File: src/logic/sfr_decode_pkg.sv
package sfr_decode_pkg;
    // Register space and page values
    localparam logic [7:0] PAGE_SEL_ADDR = 8'hA7;
    localparam logic [7:0] PAGE_RESET = 8'h00;
    localparam logic [7:0] PAGE_ZERO = 8'h00;
    localparam logic [7:0] PAGE_F = 8'h0F;
    // Bit-addressable RAM bytes start here
    localparam logic [7:0] BIT_RAM_BASE = 8'h20;
    localparam logic [7:0] FULL_BYTE_MASK = 8'hFF;
    localparam logic [7:0] ONE_BIT = 8'h01;
    // Occupancy per page, bit n stands for address 0x80 + n
    localparam logic [127:0] PAGE0_OCC_MASK = 128'hFFFF_FFFF_FFFF_FFFF_FFEF_FFFF_FFFF_FFFF;
    localparam logic [127:0] PAGEF_OCC_MASK = 128'h00C9_00ED_4001_0000_1A20_0381_7E01_60FF;
    localparam logic [127:0] SHARED_MASK = 128'h00C1_00E1_0001_0000_1B80_0381_5401_80FF;

    // Source of a pending read answer
    typedef enum logic [4:0] {
        RD_NONE = 5'b00001,
        RD_SFR = 5'b00010,
        RD_RAM = 5'b00100,
        RD_PAGE = 5'b01000,
        RD_ZERO = 5'b10000
    } read_src_t;
endpackage : sfr_decode_pkg

File: src/logic/sfr_page_map.sv
`timescale 1ns/1ps
module sfr_page_map (
    input wire logic [7:0] addr_in,   // Byte address in register space
    input wire logic [7:0] page_in,   // Active page
    output logic occupied_out,        // Address holds a register on this page
    output logic shared_out           // Register answers on every page
);
    logic [6:0] idx;

    // Table lookup against the page maps
    always_comb begin
        idx = addr_in[6:0];
        shared_out = sfr_decode_pkg::SHARED_MASK[idx];
        occupied_out = sfr_decode_pkg::SHARED_MASK[idx]
            | ((page_in == sfr_decode_pkg::PAGE_ZERO) & sfr_decode_pkg::PAGE0_OCC_MASK[idx])
            | ((page_in == sfr_decode_pkg::PAGE_F) & sfr_decode_pkg::PAGEF_OCC_MASK[idx]);
    end
endmodule : sfr_page_map

File: src/logic/sfr_space_page_decoder.sv
`timescale 1ns/1ps
module sfr_space_page_decoder (
    input wire logic sys_clk_in,          // Core clock
    input wire logic rst_n_in,            // Async reset, active low
    input wire logic acc_valid_in,        // Access request, one cycle
    input wire logic acc_direct_in,       // 1 direct addressing, 0 indirect
    input wire logic acc_bit_in,          // Bit access, address is a bit address
    input wire logic acc_write_in,        // 1 write, 0 read
    input wire logic [7:0] acc_addr_in,   // Byte or bit address
    input wire logic [7:0] acc_wdata_in,  // Write data, bit 0 for bit writes
    input wire logic [7:0] sfr_rdata_in,  // Peripheral read data during sfr_rd_out
    input wire logic [7:0] ram_rdata_in,  // RAM read data during ram_rd_out
    output logic sfr_rd_out,              // Register read strobe
    output logic sfr_wr_out,              // Register write strobe
    output logic [7:0] sfr_addr_out,      // Register byte address
    output logic [7:0] sfr_page_out,      // Page for this access
    output logic sfr_shared_out,          // Target answers on all pages
    output logic ram_rd_out,              // Internal RAM read strobe
    output logic ram_wr_out,              // Internal RAM write strobe
    output logic [7:0] ram_addr_out,      // Internal RAM byte address
    output logic [7:0] bit_mask_out,      // Byte lanes written, one bit for bit writes
    output logic [7:0] wdata_out,         // Write data
    output logic reserved_out,            // Reserved address touched, pulse
    output logic rd_valid_out,            // Read answer valid, pulse
    output logic [7:0] rd_data_out,       // Read answer
    output logic [7:0] page_out           // Current page select value
);
    logic [7:0] register_page_select;
    logic is_sfr;
    logic [7:0] byte_addr;
    logic [7:0] eff_mask;
    logic [7:0] eff_wdata;
    logic page_hit;
    logic occupied;
    logic shared;
    logic reserved;
    logic sfr_go;
    sfr_decode_pkg::read_src_t read_src;
    sfr_decode_pkg::read_src_t next_read_src;
    logic rd_bit;
    logic [2:0] rd_bit_idx;
    logic [7:0] raw_data;
    logic page_written;

    // Occupancy lookup for the active page
    sfr_page_map sfr_page_map_inst (
        .addr_in(byte_addr),
        .page_in(register_page_select),
        .occupied_out(occupied),
        .shared_out(shared)
    );

    // Address routing and bit translation
    always_comb begin
        is_sfr = acc_direct_in & acc_addr_in[7];
        if (acc_bit_in && acc_addr_in[7]) begin
            byte_addr = {acc_addr_in[7:3], 3'b000};
        end else if (acc_bit_in) begin
            byte_addr = sfr_decode_pkg::BIT_RAM_BASE | {4'h0, acc_addr_in[6:3]};
        end else begin
            byte_addr = acc_addr_in;
        end
        eff_mask = acc_bit_in ? (sfr_decode_pkg::ONE_BIT << acc_addr_in[2:0])
                              : sfr_decode_pkg::FULL_BYTE_MASK;
        eff_wdata = acc_bit_in ? {8{acc_wdata_in[0]}} : acc_wdata_in;
        // Page select is served here, so a write steers the very next access
        page_hit = is_sfr & ~acc_bit_in & (byte_addr == sfr_decode_pkg::PAGE_SEL_ADDR);
        reserved = is_sfr & ~occupied;
        sfr_go = acc_valid_in & is_sfr & occupied & ~page_hit;
    end

    // Page select register, new value seen by the next access
    always_ff @(posedge sys_clk_in or negedge rst_n_in) begin
        if (!rst_n_in) begin
            register_page_select <= sfr_decode_pkg::PAGE_RESET;
        end else if (acc_valid_in && acc_write_in && page_hit) begin
            register_page_select <= eff_wdata;
        end
    end

    assign page_out = register_page_select;

    // Strobes toward registers and RAM
    always_ff @(posedge sys_clk_in or negedge rst_n_in) begin
        if (!rst_n_in) begin
            sfr_rd_out <= 1'b0;
            sfr_wr_out <= 1'b0;
            ram_rd_out <= 1'b0;
            ram_wr_out <= 1'b0;
            reserved_out <= 1'b0;
        end else begin
            sfr_rd_out <= sfr_go & ~acc_write_in;
            sfr_wr_out <= sfr_go & acc_write_in;
            ram_rd_out <= acc_valid_in & ~is_sfr & ~acc_write_in;
            ram_wr_out <= acc_valid_in & ~is_sfr & acc_write_in;
            reserved_out <= acc_valid_in & reserved;
        end
    end

    // Address, page and data of the access
    always_ff @(posedge sys_clk_in or negedge rst_n_in) begin
        if (!rst_n_in) begin
            sfr_addr_out <= 8'h00;
            sfr_page_out <= sfr_decode_pkg::PAGE_RESET;
            sfr_shared_out <= 1'b0;
            ram_addr_out <= 8'h00;
            bit_mask_out <= 8'h00;
            wdata_out <= 8'h00;
        end else if (acc_valid_in) begin
            sfr_addr_out <= is_sfr ? byte_addr : 8'h00;
            sfr_page_out <= register_page_select;
            sfr_shared_out <= is_sfr & shared;
            ram_addr_out <= is_sfr ? 8'h00 : byte_addr;
            bit_mask_out <= eff_mask;
            wdata_out <= eff_wdata;
        end
    end

    // Source of the read answer
    always_comb begin
        next_read_src = sfr_decode_pkg::RD_NONE;
        if (acc_valid_in && !acc_write_in) begin
            if (!is_sfr) begin
                next_read_src = sfr_decode_pkg::RD_RAM;
            end else if (page_hit) begin
                next_read_src = sfr_decode_pkg::RD_PAGE;
            end else if (reserved) begin
                next_read_src = sfr_decode_pkg::RD_ZERO;
            end else begin
                next_read_src = sfr_decode_pkg::RD_SFR;
            end
        end
    end

    // Read tracking state
    always_ff @(posedge sys_clk_in or negedge rst_n_in) begin
        if (!rst_n_in) begin
            read_src <= sfr_decode_pkg::RD_NONE;
            rd_bit <= 1'b0;
            rd_bit_idx <= 3'h0;
        end else begin
            read_src <= next_read_src;
            rd_bit <= acc_bit_in;
            rd_bit_idx <= acc_addr_in[2:0];
        end
    end

    // Answer mux
    always_comb begin
        case (read_src)
            sfr_decode_pkg::RD_SFR: raw_data = sfr_rdata_in;
            sfr_decode_pkg::RD_RAM: raw_data = ram_rdata_in;
            sfr_decode_pkg::RD_PAGE: raw_data = register_page_select;
            default: raw_data = 8'h00;
        endcase
    end

    // Registered read answer, single bit for bit reads
    always_ff @(posedge sys_clk_in or negedge rst_n_in) begin
        if (!rst_n_in) begin
            rd_valid_out <= 1'b0;
            rd_data_out <= 8'h00;
        end else begin
            rd_valid_out <= (read_src != sfr_decode_pkg::RD_NONE);
            rd_data_out <= rd_bit ? {7'h00, raw_data[rd_bit_idx]} : raw_data;
        end
    end

    // Helper: page select written since reset
    always_ff @(posedge sys_clk_in or negedge rst_n_in) begin
        if (!rst_n_in) begin
            page_written <= 1'b0;
        end else if (acc_valid_in && acc_write_in && page_hit) begin
            page_written <= 1'b1;
        end
    end
endmodule : sfr_space_page_decoder

File: config.mk
export PLATFORM = sky130hd
export DESIGN_NAME = sfr_space_page_decoder
export DESIGN_NICKNAME = d
export VERILOG_FILES = /design/src/logic/sfr_decode_pkg.sv /design/src/logic/sfr_page_map.sv /design/src/logic/sfr_space_page_decoder.sv
export SDC_FILE = /design/constraint.sdc
export NUM_CORES = 1
export LEC_CHECK = 0
export BUFFER_PORTS_ARGS = -buffer_cell sky130_fd_sc_hd__buf_2
export CAP_MARGIN = 10
export CORE_AREA = 2 2 104 86
export CTS_CLUSTER_SIZE = 20
export DETAILED_ROUTE_END_ITERATION = 8
export DIE_AREA = 0 0 106 88
export PLACE_DENSITY = 0.74
export SYNTH_ARGS = -nofsm -noshare
export SYNTH_HDL_FRONTEND = slang
export SYNTH_SLANG_ARGS = --single-unit
File: constraint.sdc
create_clock -name sys_clk_in -period 4.3 [get_ports sys_clk_in]
set_input_delay 0.86 -clock sys_clk_in [delete_from_list [all_inputs] [get_ports sys_clk_in]]
set_output_delay 0.86 -clock sys_clk_in [all_outputs]
set_load 0.1 [all_outputs]
# [Word-level counts from Yosys, hierarchy flattened]
# Memory sizes are Yosys's and may differ from the RTL's.
# Index checks and enable logic that the tools add are counted.
[word_totals] memories=3 register_bits=72 in_bits=38 elab_cells=75 romBits=384
[mem_list] name="(no name shown)" words=128 width=1 read_ports=1 rd_ports_with_merged_regs=0 write_ports=0 line="sfr_page_map.sv:16" source="| ((page_in == sfr_decode_pkg::PAGE_F) & sfr_decode_pkg::PAGEF_OCC_MASK[idx]);"
[mem_list] name="(no name shown)" words=128 width=1 read_ports=1 rd_ports_with_merged_regs=0 write_ports=0 line="sfr_page_map.sv:13" source="shared_out = sfr_decode_pkg::SHARED_MASK[idx];"
[mem_list] name="(no name shown)" words=128 width=1 read_ports=1 rd_ports_with_merged_regs=0 write_ports=0 line="sfr_page_map.sv:15" source="| ((page_in == sfr_decode_pkg::PAGE_ZERO) & sfr_decode_pkg::PAGE0_OCC_MASK[idx])"
[op_classes] n_mux=17 n_reduce_logical=6 shifts=1 n_bitwise=23 n_eq_ne=6 magnitude_cmp=2
[op_table] op="8-bit 2-to-1 mux" count=7
[op_table] op="8-bit one-hot mux with 3 select lines" count=1
[op_table] op="5-bit 2-to-1 mux" count=4
[op_table] op="1-bit bitwise AND" count=16
[op_table] op="8-bit by 4-bit equality test with 1-bit output (second input constant)" count=1
[op_table] op="8-bit equality test (second input constant)" count=1
[op_table] op="8-bit logical NOT" count=1
[op_table] op="7-bit by 8-bit less-than comparator with 1-bit output (second input constant)" count=1
[op_table] op="1-bit by 3-bit left shift with 8-bit output (first input constant)" count=1
[op_table] op="5-bit by 2-bit equality test with 1-bit output (second input constant)" count=1
[op_table] op="5-bit by 3-bit equality test with 1-bit output (second input constant)" count=1
[op_table] op="5-bit by 4-bit equality test with 1-bit output (second input constant)" count=1
[op_table] op="5-bit by 1-bit inequality test with 1-bit output (second input constant)" count=1
[op_table] op="1-bit NOT" count=5
[op_table] op="1-bit logical AND" count=4
[op_table] op="3-bit by 4-bit less-than comparator with 1-bit output (second input constant)" count=1
[op_table] op="1-bit 2-to-1 mux" count=4
[op_table] op="1-bit binary-select mux with 3-bit select" count=1
[op_table] op="1-bit OR" count=2
[op_table] op="1-bit logical NOT" count=1

# [Logic depth before layout (Yosys ltp)]
# Gate-level depths: netlist of the first run.
[depth] ltp_word=13 depth_mapped=11

# [Cells and area by module]
# Synthesis of the first run repeated with hierarchy kept, for this count alone.
[unflattened] cells_unflattened=365 hier_area_um2=3728.6
[by_module_without_submodules] mod="sfr_space_page_decoder" cells_per_inst=298 area_per_inst_um2=3233.1 instances=1 seq_area_each_um2=1803.0
[by_module_without_submodules] mod="sfr_page_map" cells_per_inst=67 area_per_inst_um2=495.5 instances=1 seq_area_each_um2=0.0

# [Worst setup path after synthesis of the first run]
# No wires, ideal clock.
[synth_path] kind="input -> register" from="input port acc_addr_in[7]" to="register sfr_wr_out" stages=11 t_arrival_ns=3.145 setup_time_ns=0.077 required_ns=4.223 slack_ns=1.078 path_cell_list="and2b_4 -> buf_2 -> a21oi_1 -> ha_1 -> ha_1 -> nor3b_1 -> a31oi_1 -> o211ai_1 -> or4_1 -> o31a_1 -> a21oi_1"
[synth_between] elab_chain_len=10 word_cells_on_any_way=22 cone_classes="eq/ne: 1; mux: 5; bitwise: 12; reduce/logical: 1; memory: 3"
[synth_lines] element="from (decl)" line="sfr_space_page_decoder.sv:9" source="input wire logic [7:0] acc_addr_in,"
[synth_lines] element="1-bit logical AND" line="sfr_space_page_decoder.sv:56" source="if (acc_bit_in && acc_addr_in[7]) begin"
[synth_lines] element="8-bit 2-to-1 mux" line="sfr_space_page_decoder.sv:56"
[synth_lines] element="memory read 128 x 1 bit"
[synth_lines] element="1-bit 2-to-1 mux (not written as such)" line="sfr_page_map.sv:15"
[synth_lines] element="1-bit bitwise AND" line="sfr_page_map.sv:15"
[synth_lines] element="1-bit OR" line="sfr_page_map.sv:15"
[synth_lines] element="1-bit OR" line="sfr_page_map.sv:16"
[synth_lines] element="1-bit bitwise AND" line="sfr_space_page_decoder.sv:69" source="sfr_go = acc_valid_in & is_sfr & occupied & ~page_hit;"
[synth_lines] element="1-bit bitwise AND *" line="sfr_space_page_decoder.sv:69"
[synth_lines] element="1-bit bitwise AND *" line="sfr_space_page_decoder.sv:93" source="sfr_wr_out <= sfr_go & acc_write_in;"
[synth_lines] element="to (signal assigned)" line="sfr_space_page_decoder.sv:93"
[synth_lines] element="to (decl)" line="sfr_space_page_decoder.sv:14" source="output logic sfr_wr_out,"
# Mark *: on every way between the ends. The rest lies on a longest branch, timed or not. The select of a mux whose other input is x is not followed.
# A chain may end at the register's enable or synchronous reset.

# [Worst setup path in the final report of the first run]
[layout_path] from="input port acc_bit_in" to="register read_src[1]"
[layout_between] elab_chain_len=13 word_cells_on_any_way=23 cone_classes="eq/ne: 1; mux: 9; bitwise: 9; reduce/logical: 1; memory: 3"
[layout_lines] element="from (decl)" line="sfr_space_page_decoder.sv:7" source="input wire logic acc_bit_in,"
[layout_lines] element="8-bit 2-to-1 mux / 1-bit logical AND (equally long branches)" line="sfr_space_page_decoder.sv:58, sfr_space_page_decoder.sv:56"
[layout_lines] element="8-bit 2-to-1 mux" line="sfr_space_page_decoder.sv:56"
[layout_lines] element="memory read 128 x 1 bit"
[layout_lines] element="1-bit 2-to-1 mux (not written as such)" line="sfr_page_map.sv:15"
[layout_lines] element="1-bit bitwise AND" line="sfr_page_map.sv:15"
[layout_lines] element="1-bit OR" line="sfr_page_map.sv:15"
[layout_lines] element="1-bit OR" line="sfr_page_map.sv:16"
[layout_lines] element="1-bit NOT" line="sfr_space_page_decoder.sv:68" source="reserved = is_sfr & ~occupied;"
[layout_lines] element="1-bit bitwise AND" line="sfr_space_page_decoder.sv:68"
[layout_lines] element="5-bit 2-to-1 mux" line="sfr_space_page_decoder.sv:127" source="end else if (reserved) begin"
[layout_lines] element="5-bit 2-to-1 mux *" line="sfr_space_page_decoder.sv:125" source="end else if (page_hit) begin"
[layout_lines] element="5-bit 2-to-1 mux *" line="sfr_space_page_decoder.sv:123" source="if (!is_sfr) begin"
[layout_lines] element="5-bit 2-to-1 mux *" line="sfr_space_page_decoder.sv:122" source="if (acc_valid_in && !acc_write_in) begin"
[layout_lines] element="via next_read_src[1]" line="sfr_space_page_decoder.sv:39" source="sfr_decode_pkg::read_src_t next_read_src;"
[layout_lines] element="to (signal assigned)" line="sfr_space_page_decoder.sv:138" source="read_src <= sfr_decode_pkg::RD_NONE;"
[layout_lines] element="to (signal assigned)" line="sfr_space_page_decoder.sv:142" source="read_src <= next_read_src;"
[layout_lines] element="to (decl)" line="sfr_space_page_decoder.sv:38" source="sfr_decode_pkg::read_src_t read_src;"
# The timed path passes the listed nets; every way through them passes the cells marked *. The select of a mux whose other input is x is not followed.

==> run_results.csv, run 1 <==
group,metric,value,unit
global_route,antenna_found_initial,0,
critical_path,cp_slowest_stage_delay,480,ps
synth,syn-cell-area,3630,um^2
placement,dpl.hpwl,7.08,mm
synth,yosys_warnings,0,
timing,worst_slack,832,ps
cts,clockRootBuffer,"clkbuf_8",
floorplanning,num_rows,30,
floorplanning,start_util,0.438,
timing,worst_clock_skew,9.66,ps
power,p_int,1090,uW
route,wl_met1,4.90,mm
timing,fin_setup_tns,0,ps
timing,min_period,3470,ps
critical_path,critPathArrivalTime,3740,ps
critical_path,end_kind,"flop",
critical_path,crit_required,4570,ps
critical_path,crit_path_cell_trace,"buf_2, and2b_4, a21oi_1, ha_1, ha_1, nor3b_1, a31oi_1, o211ai_1, or4_1, o31a_1, a21oi_1",
route,firstDrtPassIters,5,
timing,slew-limit-headroom,0.413,
synth,yosysTopAreaCell,"dfrtp_1",
timing,setup_viol,0,
floorplanning,die_area,9330,um^2
cts,htreeDepth,3,
route,route.detailed.drc,0,
global_route,grt_start_max_net_pins,73,
placement,gp_congestion,0.860,
floorplanning,die-width,106,um
synth,synth_xor_area_frac,0,
run_status,status,"finished clean",
synth,synth_common_cells,"dfrtp_1 (71), nor2_1 (36), a21oi_1 (35)",
global_route,grt_pass1_wl,16.2,mm
route,viasPerCell,5.61,
route,wl,10.1,mm
cts,post_cts_buffers,0,
power,switching_share,0.375,
synth,synth_fa_ha_area_frac,0.0275,
route,route.met2.wl,4.33,mm
synth,yosysSeqAreaShare,0.496,
synth,synth_mux_area_frac,0.0458,
floorplanning,die-height,88,um
route,dr_wl_met3,715,um
synth,yosys_register_bits,72,
synth,synth-simple-area-share,0.179,
power,seq_power_share,0.422,
global_route,grt-ovfl-total,0,
synth,synth_top_family_by_area,"compound AO/OA/AOI/OAI gates",
synth,synth_cells,368,
timing,finalHoldViolations,0,
route,ant_nets,0,
power,power.static_leakage,0.00211,uW
synth,synth_cell_type_count,64,
worst_hold_path,hp-class,"flop to flop",
cells_and_area,drive_gt1_frac,0.308,
timing,period_share,0.807,
cts,clk_latency,350,ps
synth,synth_enable_flop_cells,0,
power,p_sw,653,uW
cts,cts_resized,0,
power,ir_drop,0.264,mV
cts,cts.sinks,72,
timing,rsz0062_at_grt,"no",
cts,ctsHoldBuffers,0,
placement,dp_slack,548,ps
route,drt_iter0_markers,235,
cts,cts_tree,"done",
synth,ys_top_cells_by_area,"dfrtp_1 (49%), a21oi_1 (4.8%), nor2_1 (3.7%)",
cts,cts_buffers,9,
placement,portBuffers,100,
synth,dominantRegCellSynth,"dfrtp_1",
global_route,grtUsageTotal,0.223,
critical_path,cp_max_fo,25,
synth,syn_area_per_cell,9.87,um^2
route,wl_per_cell,17.6,um
critical_path,rrSetupSlack,2180,ps
cts,max-clock-path-buffers,2,
synth,synth_top_area_share,0.489,
route,top_layer,"met4",
critical_path,critPathKind,"primary input to flop",
synth,syn-num-nets,414,
global_route,grt_pass1_vias,3079,
floorplanning,ios,101,
critical_path,slowest_stage,"a21oi_1",
synth,synthArstFlopShare,1.00,
power,p_per_area,399,nW/um^2
power,clockPowerShare,0.310,
cells_and_area,antenna_cells,0,
timing,slew_viol_final,0,
synth,yosysMostFrequentCell,"dfrtp_1",
synth,synth_compound_area_frac,0.192,
cells_and_area,nets,502,
route,vias,3215,
cells_and_area,area_delta_synth_final,19.9,%
cts,cts.reportedPaths.clkPinSlew,70,ps
timing,tightest_slew,880,ps
timing,clock.fmax,288,MHz
floorplanning,coreArea,8300,um^2
run,cap_viol_max_count,0,
power,p_comb_frac,0.268,
critical_path,start_kind,"primary input",
-- worst max-delay path: cells and delay by family --
kind | cells | cell delay [ps]
buffers and inverters | 1 | 240
and+or+nand+nor | 3 | 830
AOI/OAI and AO/OA | 5 | 1190
adders and majority gates | 2 | 620
-- stage by stage --
step	power, uW	hold slack, ps	std cells	cell area, um^2	util
after global placement	1210	460	557	4170	0.502
final	1740	482	573	4360	0.525
after global routing	1810	508	573	4360	0.525
after floorplan	1110	494	368	3630	-
after detailed placement	1210	467	557	4170	0.502
after CTS	1750	486	573	4360	0.525
-- metal layers --
layer / up-vias / GRT usage
met1: 1553 / 0.327
li1: 1519 / -
met3: 10 / 0.0543
met5: - / 0
met2: 133 / 0.327
met4: 0 / 0.0742
-- final timing paths --
path                                 start  depth (start not counted)         endpoint
max                             acc_bit_in                         11      read_src[1]
min                        bit_mask_out[0]                          1  bit_mask_out[0]
max reg2reg                    page_out[4]                          5      read_src[1]
min reg2reg                bit_mask_out[0]                          1  bit_mask_out[0]
max in group asynchronous         rst_n_in                          1      read_src[2]
min in group asynchronous         rst_n_in                          1  ram_addr_out[0]
-- power groups by stage --
stage	Combinational (uW)	Clock (uW)	Sequential, uW
after floorplan	128	0	979
after global placement	461	0	744
after detailed placement	464	0	746
after CTS	466	550	733
after global routing	490	578	738
final	466	540	734
-- sequential cells by signal, indices dropped and copies added (netlist names) --
register / count
sfr_addr_out: 8
rd_bit_idx: 3
bit_mask_out: 8
ram_addr_out: 8
rd_bit: 1
wdata_out: 8
sfr_rd_out: 1
ram_rd_out: 1
rd_data_out: 8
sfr_shared_out: 1
sfr_page_out: 8
read_src: 5
sfr_wr_out: 1
rd_valid_out: 1
page_out: 8
reserved_out: 1
ram_wr_out: 1
-- final cells by class --
| type | instances | area, um^2 |
|---|---|---|
| multi-input cells | 247 | 1610 |
| fillers | 768 | 3940 |
| clock buffers | 13 | 149 |
| repair buffers | 102 | 518 |
| well taps | 112 | 140 |
| clock inverters | 3 | 42.5 |
| inverters | 24 | 90.1 |
| flip-flops and latches | 72 | 1800 |
-- kinds of logic after synthesis --
group / Yosys count
buf+inv: 49
flops: 72
compound gates: 106
fa+ha+maj: 8
simple gates: 118
mux: 15
-- placed cells by master, fill, tap and decap left out, drive strengths merged, types with 8 or more instances in the layout --
| master | n |
|---|---|
| inv | 24 |
| nand3 | 8 |
| o22ai | 15 |
| nand2b | 12 |
| o21ai | 8 |
| nand2 | 20 |
| dfrtp | 71 |
| clkbuf | 13 |
| a21oi | 36 |
| a31oi | 9 |
| ha | 8 |
| buf | 102 |
| nor2 | 37 |
| mux2 | 10 |
No activity file was read; power rests on OpenSTA's default activity.
==> run 2, diff against run 1 <==
--- a/config.mk
+++ b/config.mk
@@ -11,7 +11,7 @@
 export CTS_CLUSTER_SIZE = 20
 export DETAILED_ROUTE_END_ITERATION = 8
 export DIE_AREA = 0 0 106 88
-export PLACE_DENSITY = 0.74
+export PLACE_DENSITY = 0.77
 export SYNTH_ARGS = -nofsm -noshare
 export SYNTH_HDL_FRONTEND = slang
 export SYNTH_SLANG_ARGS = --single-unit
==> constraint.sdc (replaced) <==
create_clock -name sys_clk_in -period 2.8 [get_ports sys_clk_in]
set_input_delay 0.56 -clock sys_clk_in [delete_from_list [all_inputs] [get_ports sys_clk_in]]
set_output_delay 0.56 -clock sys_clk_in [all_outputs]
set_load 0.1 [all_outputs]
==> run 2 against run 1 <==
Against the previous run: flip-flop and latch count is the same; global-route usage shrank 0.52 points; clock-buffer cell count shrank 4; via count grew 2.2%; hold slack lost 150 ps; utilization grew 2.0 points; wire length shrank 2.7%; register-to-register slack lost 1500 ps; sequential share of layout area shrank 1.5 points; sequential power grew 53%; critical endpoint is now sfr_rd_out.
==> run_results.csv, run 2 (synthesis results as in run 1) <==
group,metric,value,unit
route,wl_per_cell,16.4,um
cts,clockRootBuffer,"clkbuf_8",
placement,dpl.hpwl,7.11,mm
timing,clock.fmax,399,MHz
critical_path,rrSetupSlack,680,ps
timing,hold-worst-slack,328,ps
timing,slew-limit-headroom,0.409,
run_status,status,"finished clean",
floorplanning,start_util,0.438,
global_route,antenna_found_initial,0,
route,viasPerCell,5.51,
global_route,busiest_layer,"met1",
run,cap_viol_max_count,0,
global_route,met3_usage,0.0521,
timing,tightest_slew,886,ps
global_route,use_met2,0.319,
timing,min_period,2510,ps
critical_path,r2r_start,"page_out[5]",
route,wl,9.80,mm
global_route,gr-usage-met1,0.326,
global_route,grt_start_max_net_pins,73,
power,p_per_area,585,nW/um^2
global_route,grt_pass1_vias,3035,
critical_path,crit_required,3060,ps
critical_path,cp_slowest_stage_delay,440,ps
critical_path,ff2ff_path_depth,5,
power,finalPower,2650,uW
placement,portBuffers,100,
floorplanning,num_rows,30,
global_route,grt_pass1_wl,16.0,mm
cells_and_area,post-route-util,0.546,
critical_path,critPathKind,"primary input to flop",
worst_hold_path,hp-class,"primary input to asynchronous set/reset pin",
route,route.detailed.drc,0,
cts,htreeDepth,3,
floorplanning,ios,101,
route,ant_nets,0,
critical_path,end_kind,"flop",
cells_and_area,mostFrequentLayoutCells,"buf_2 (99), dfrtp_1 (71), nor2_1 (36), a21oi_1 (34), buf_4 (26)",
cts,cts_buffers,9,
cts,post_cts_buffers,0,
cells_and_area,drive_gt1_frac,0.349,
critical_path,cp_max_fo,6,
cells_and_area,final_common_cell,"buf_2",
power,power.static_leakage,0.00221,uW
power,ir_drop,0.374,mV
placement,gp_congestion,0.963,
cts,ctsHoldBuffers,0,
critical_path,critPathArrivalTime,2770,ps
timing,slew_viol_final,0,
cells_and_area,nets,525,
critical_path,start_kind,"primary input",
cts,cts_tree,"done",
critical_path,r2r_end,"sfr_rd_out",
floorplanning,die_area,9330,um^2
route,drt_iter0_markers,280,
timing,period_share,0.896,
floorplanning,die-width,106,um
floorplanning,die-height,88,um
critical_path,slowest_stage,"or4_1",
timing,finalHoldViolations,0,
floorplanning,coreArea,8300,um^2
route,vias,3285,
timing,rsz0062_at_grt,"no",
cts,cts.sinks,72,
cts,max-clock-path-buffers,2,
cells_and_area,antenna_cells,0,
cts,clk_latency,350,ps
global_route,grt-ovfl-total,0,
global_route,grtUsageTotal,0.218,
timing,worst_clock_skew,11.9,ps
cts,cts.reportedPaths.clkPinSlew,90,ps
cts,cts_resized,0,
critical_path,crit_path_cell_trace,"buf_2, and2b_4, a21oi_2, inv_1, ha_1, nand3b_1, a31oi_1, o211ai_1, or4_1, o31a_1, a21oi_1",
route,firstDrtPassIters,7,
timing,setup_viol,0,
cells_and_area,area_delta_synth_final,24.6,%
[run 2: metrics by stage]
step	area (um^2)	TNS (ps)	cells	setup slack, ps
2_1_floorplan	3640	0	368	2.78
3_5_place_dp	4340	-24.3	580	-24.3
3_3_place_gp	4340	0	580	53.9
6_report	4530	0	596	291
5_1_grt	4530	0	596	107
4_1_cts	4530	0	596	279
[run 2: power by group]
part / total [uW] / switching, uW / internal, uW
sequential: 1120 / 30.5 / 1090
clock: 780 / 444 / 337
combinational: 744 / 580 / 164
total: 2650 / 1050 / 1590
[run 2: layout make-up]
class / count / area [um^2]
clock inverters: 7 / 60.1
inverters: 24 / 90.1
flip-flops and latches: 72 / 1800
multi-input cells: 247 / 1620
repair buffers: 125 / 691
clock buffers: 9 / 124
fillers: 755 / 3770
well taps: 112 / 140
[run 2: worst max-delay path, delay by kind of cell]
kind | cells | cell delay, ps
fa+ha+maj | 1 | 310
compound gates | 5 | 960
buf+inv | 2 | 230
simple gates | 3 | 710
[run 2: how the worst max path moves through the flow]
stage / cells after the start / startpoint / to
after floorplan: 11 / acc_addr_in[7] / sfr_wr_out
after CTS: 11 / acc_bit_in / sfr_rd_out
after detailed placement: 11 / acc_bit_in / sfr_rd_out
after global placement: 11 / acc_bit_in / read_src[1]
after global routing: 11 / acc_bit_in / sfr_rd_out
final: 11 / acc_bit_in / sfr_rd_out
[run 2: routing by layer]
metal  share of wire  routed length, um  vias to the layer above
met4           0.013                123                        0
met1            0.48               4660                     1585
met5               0                  0                        -
li1                -                  -                     1560
met3           0.064                630                       11
met2            0.45               4390                      129
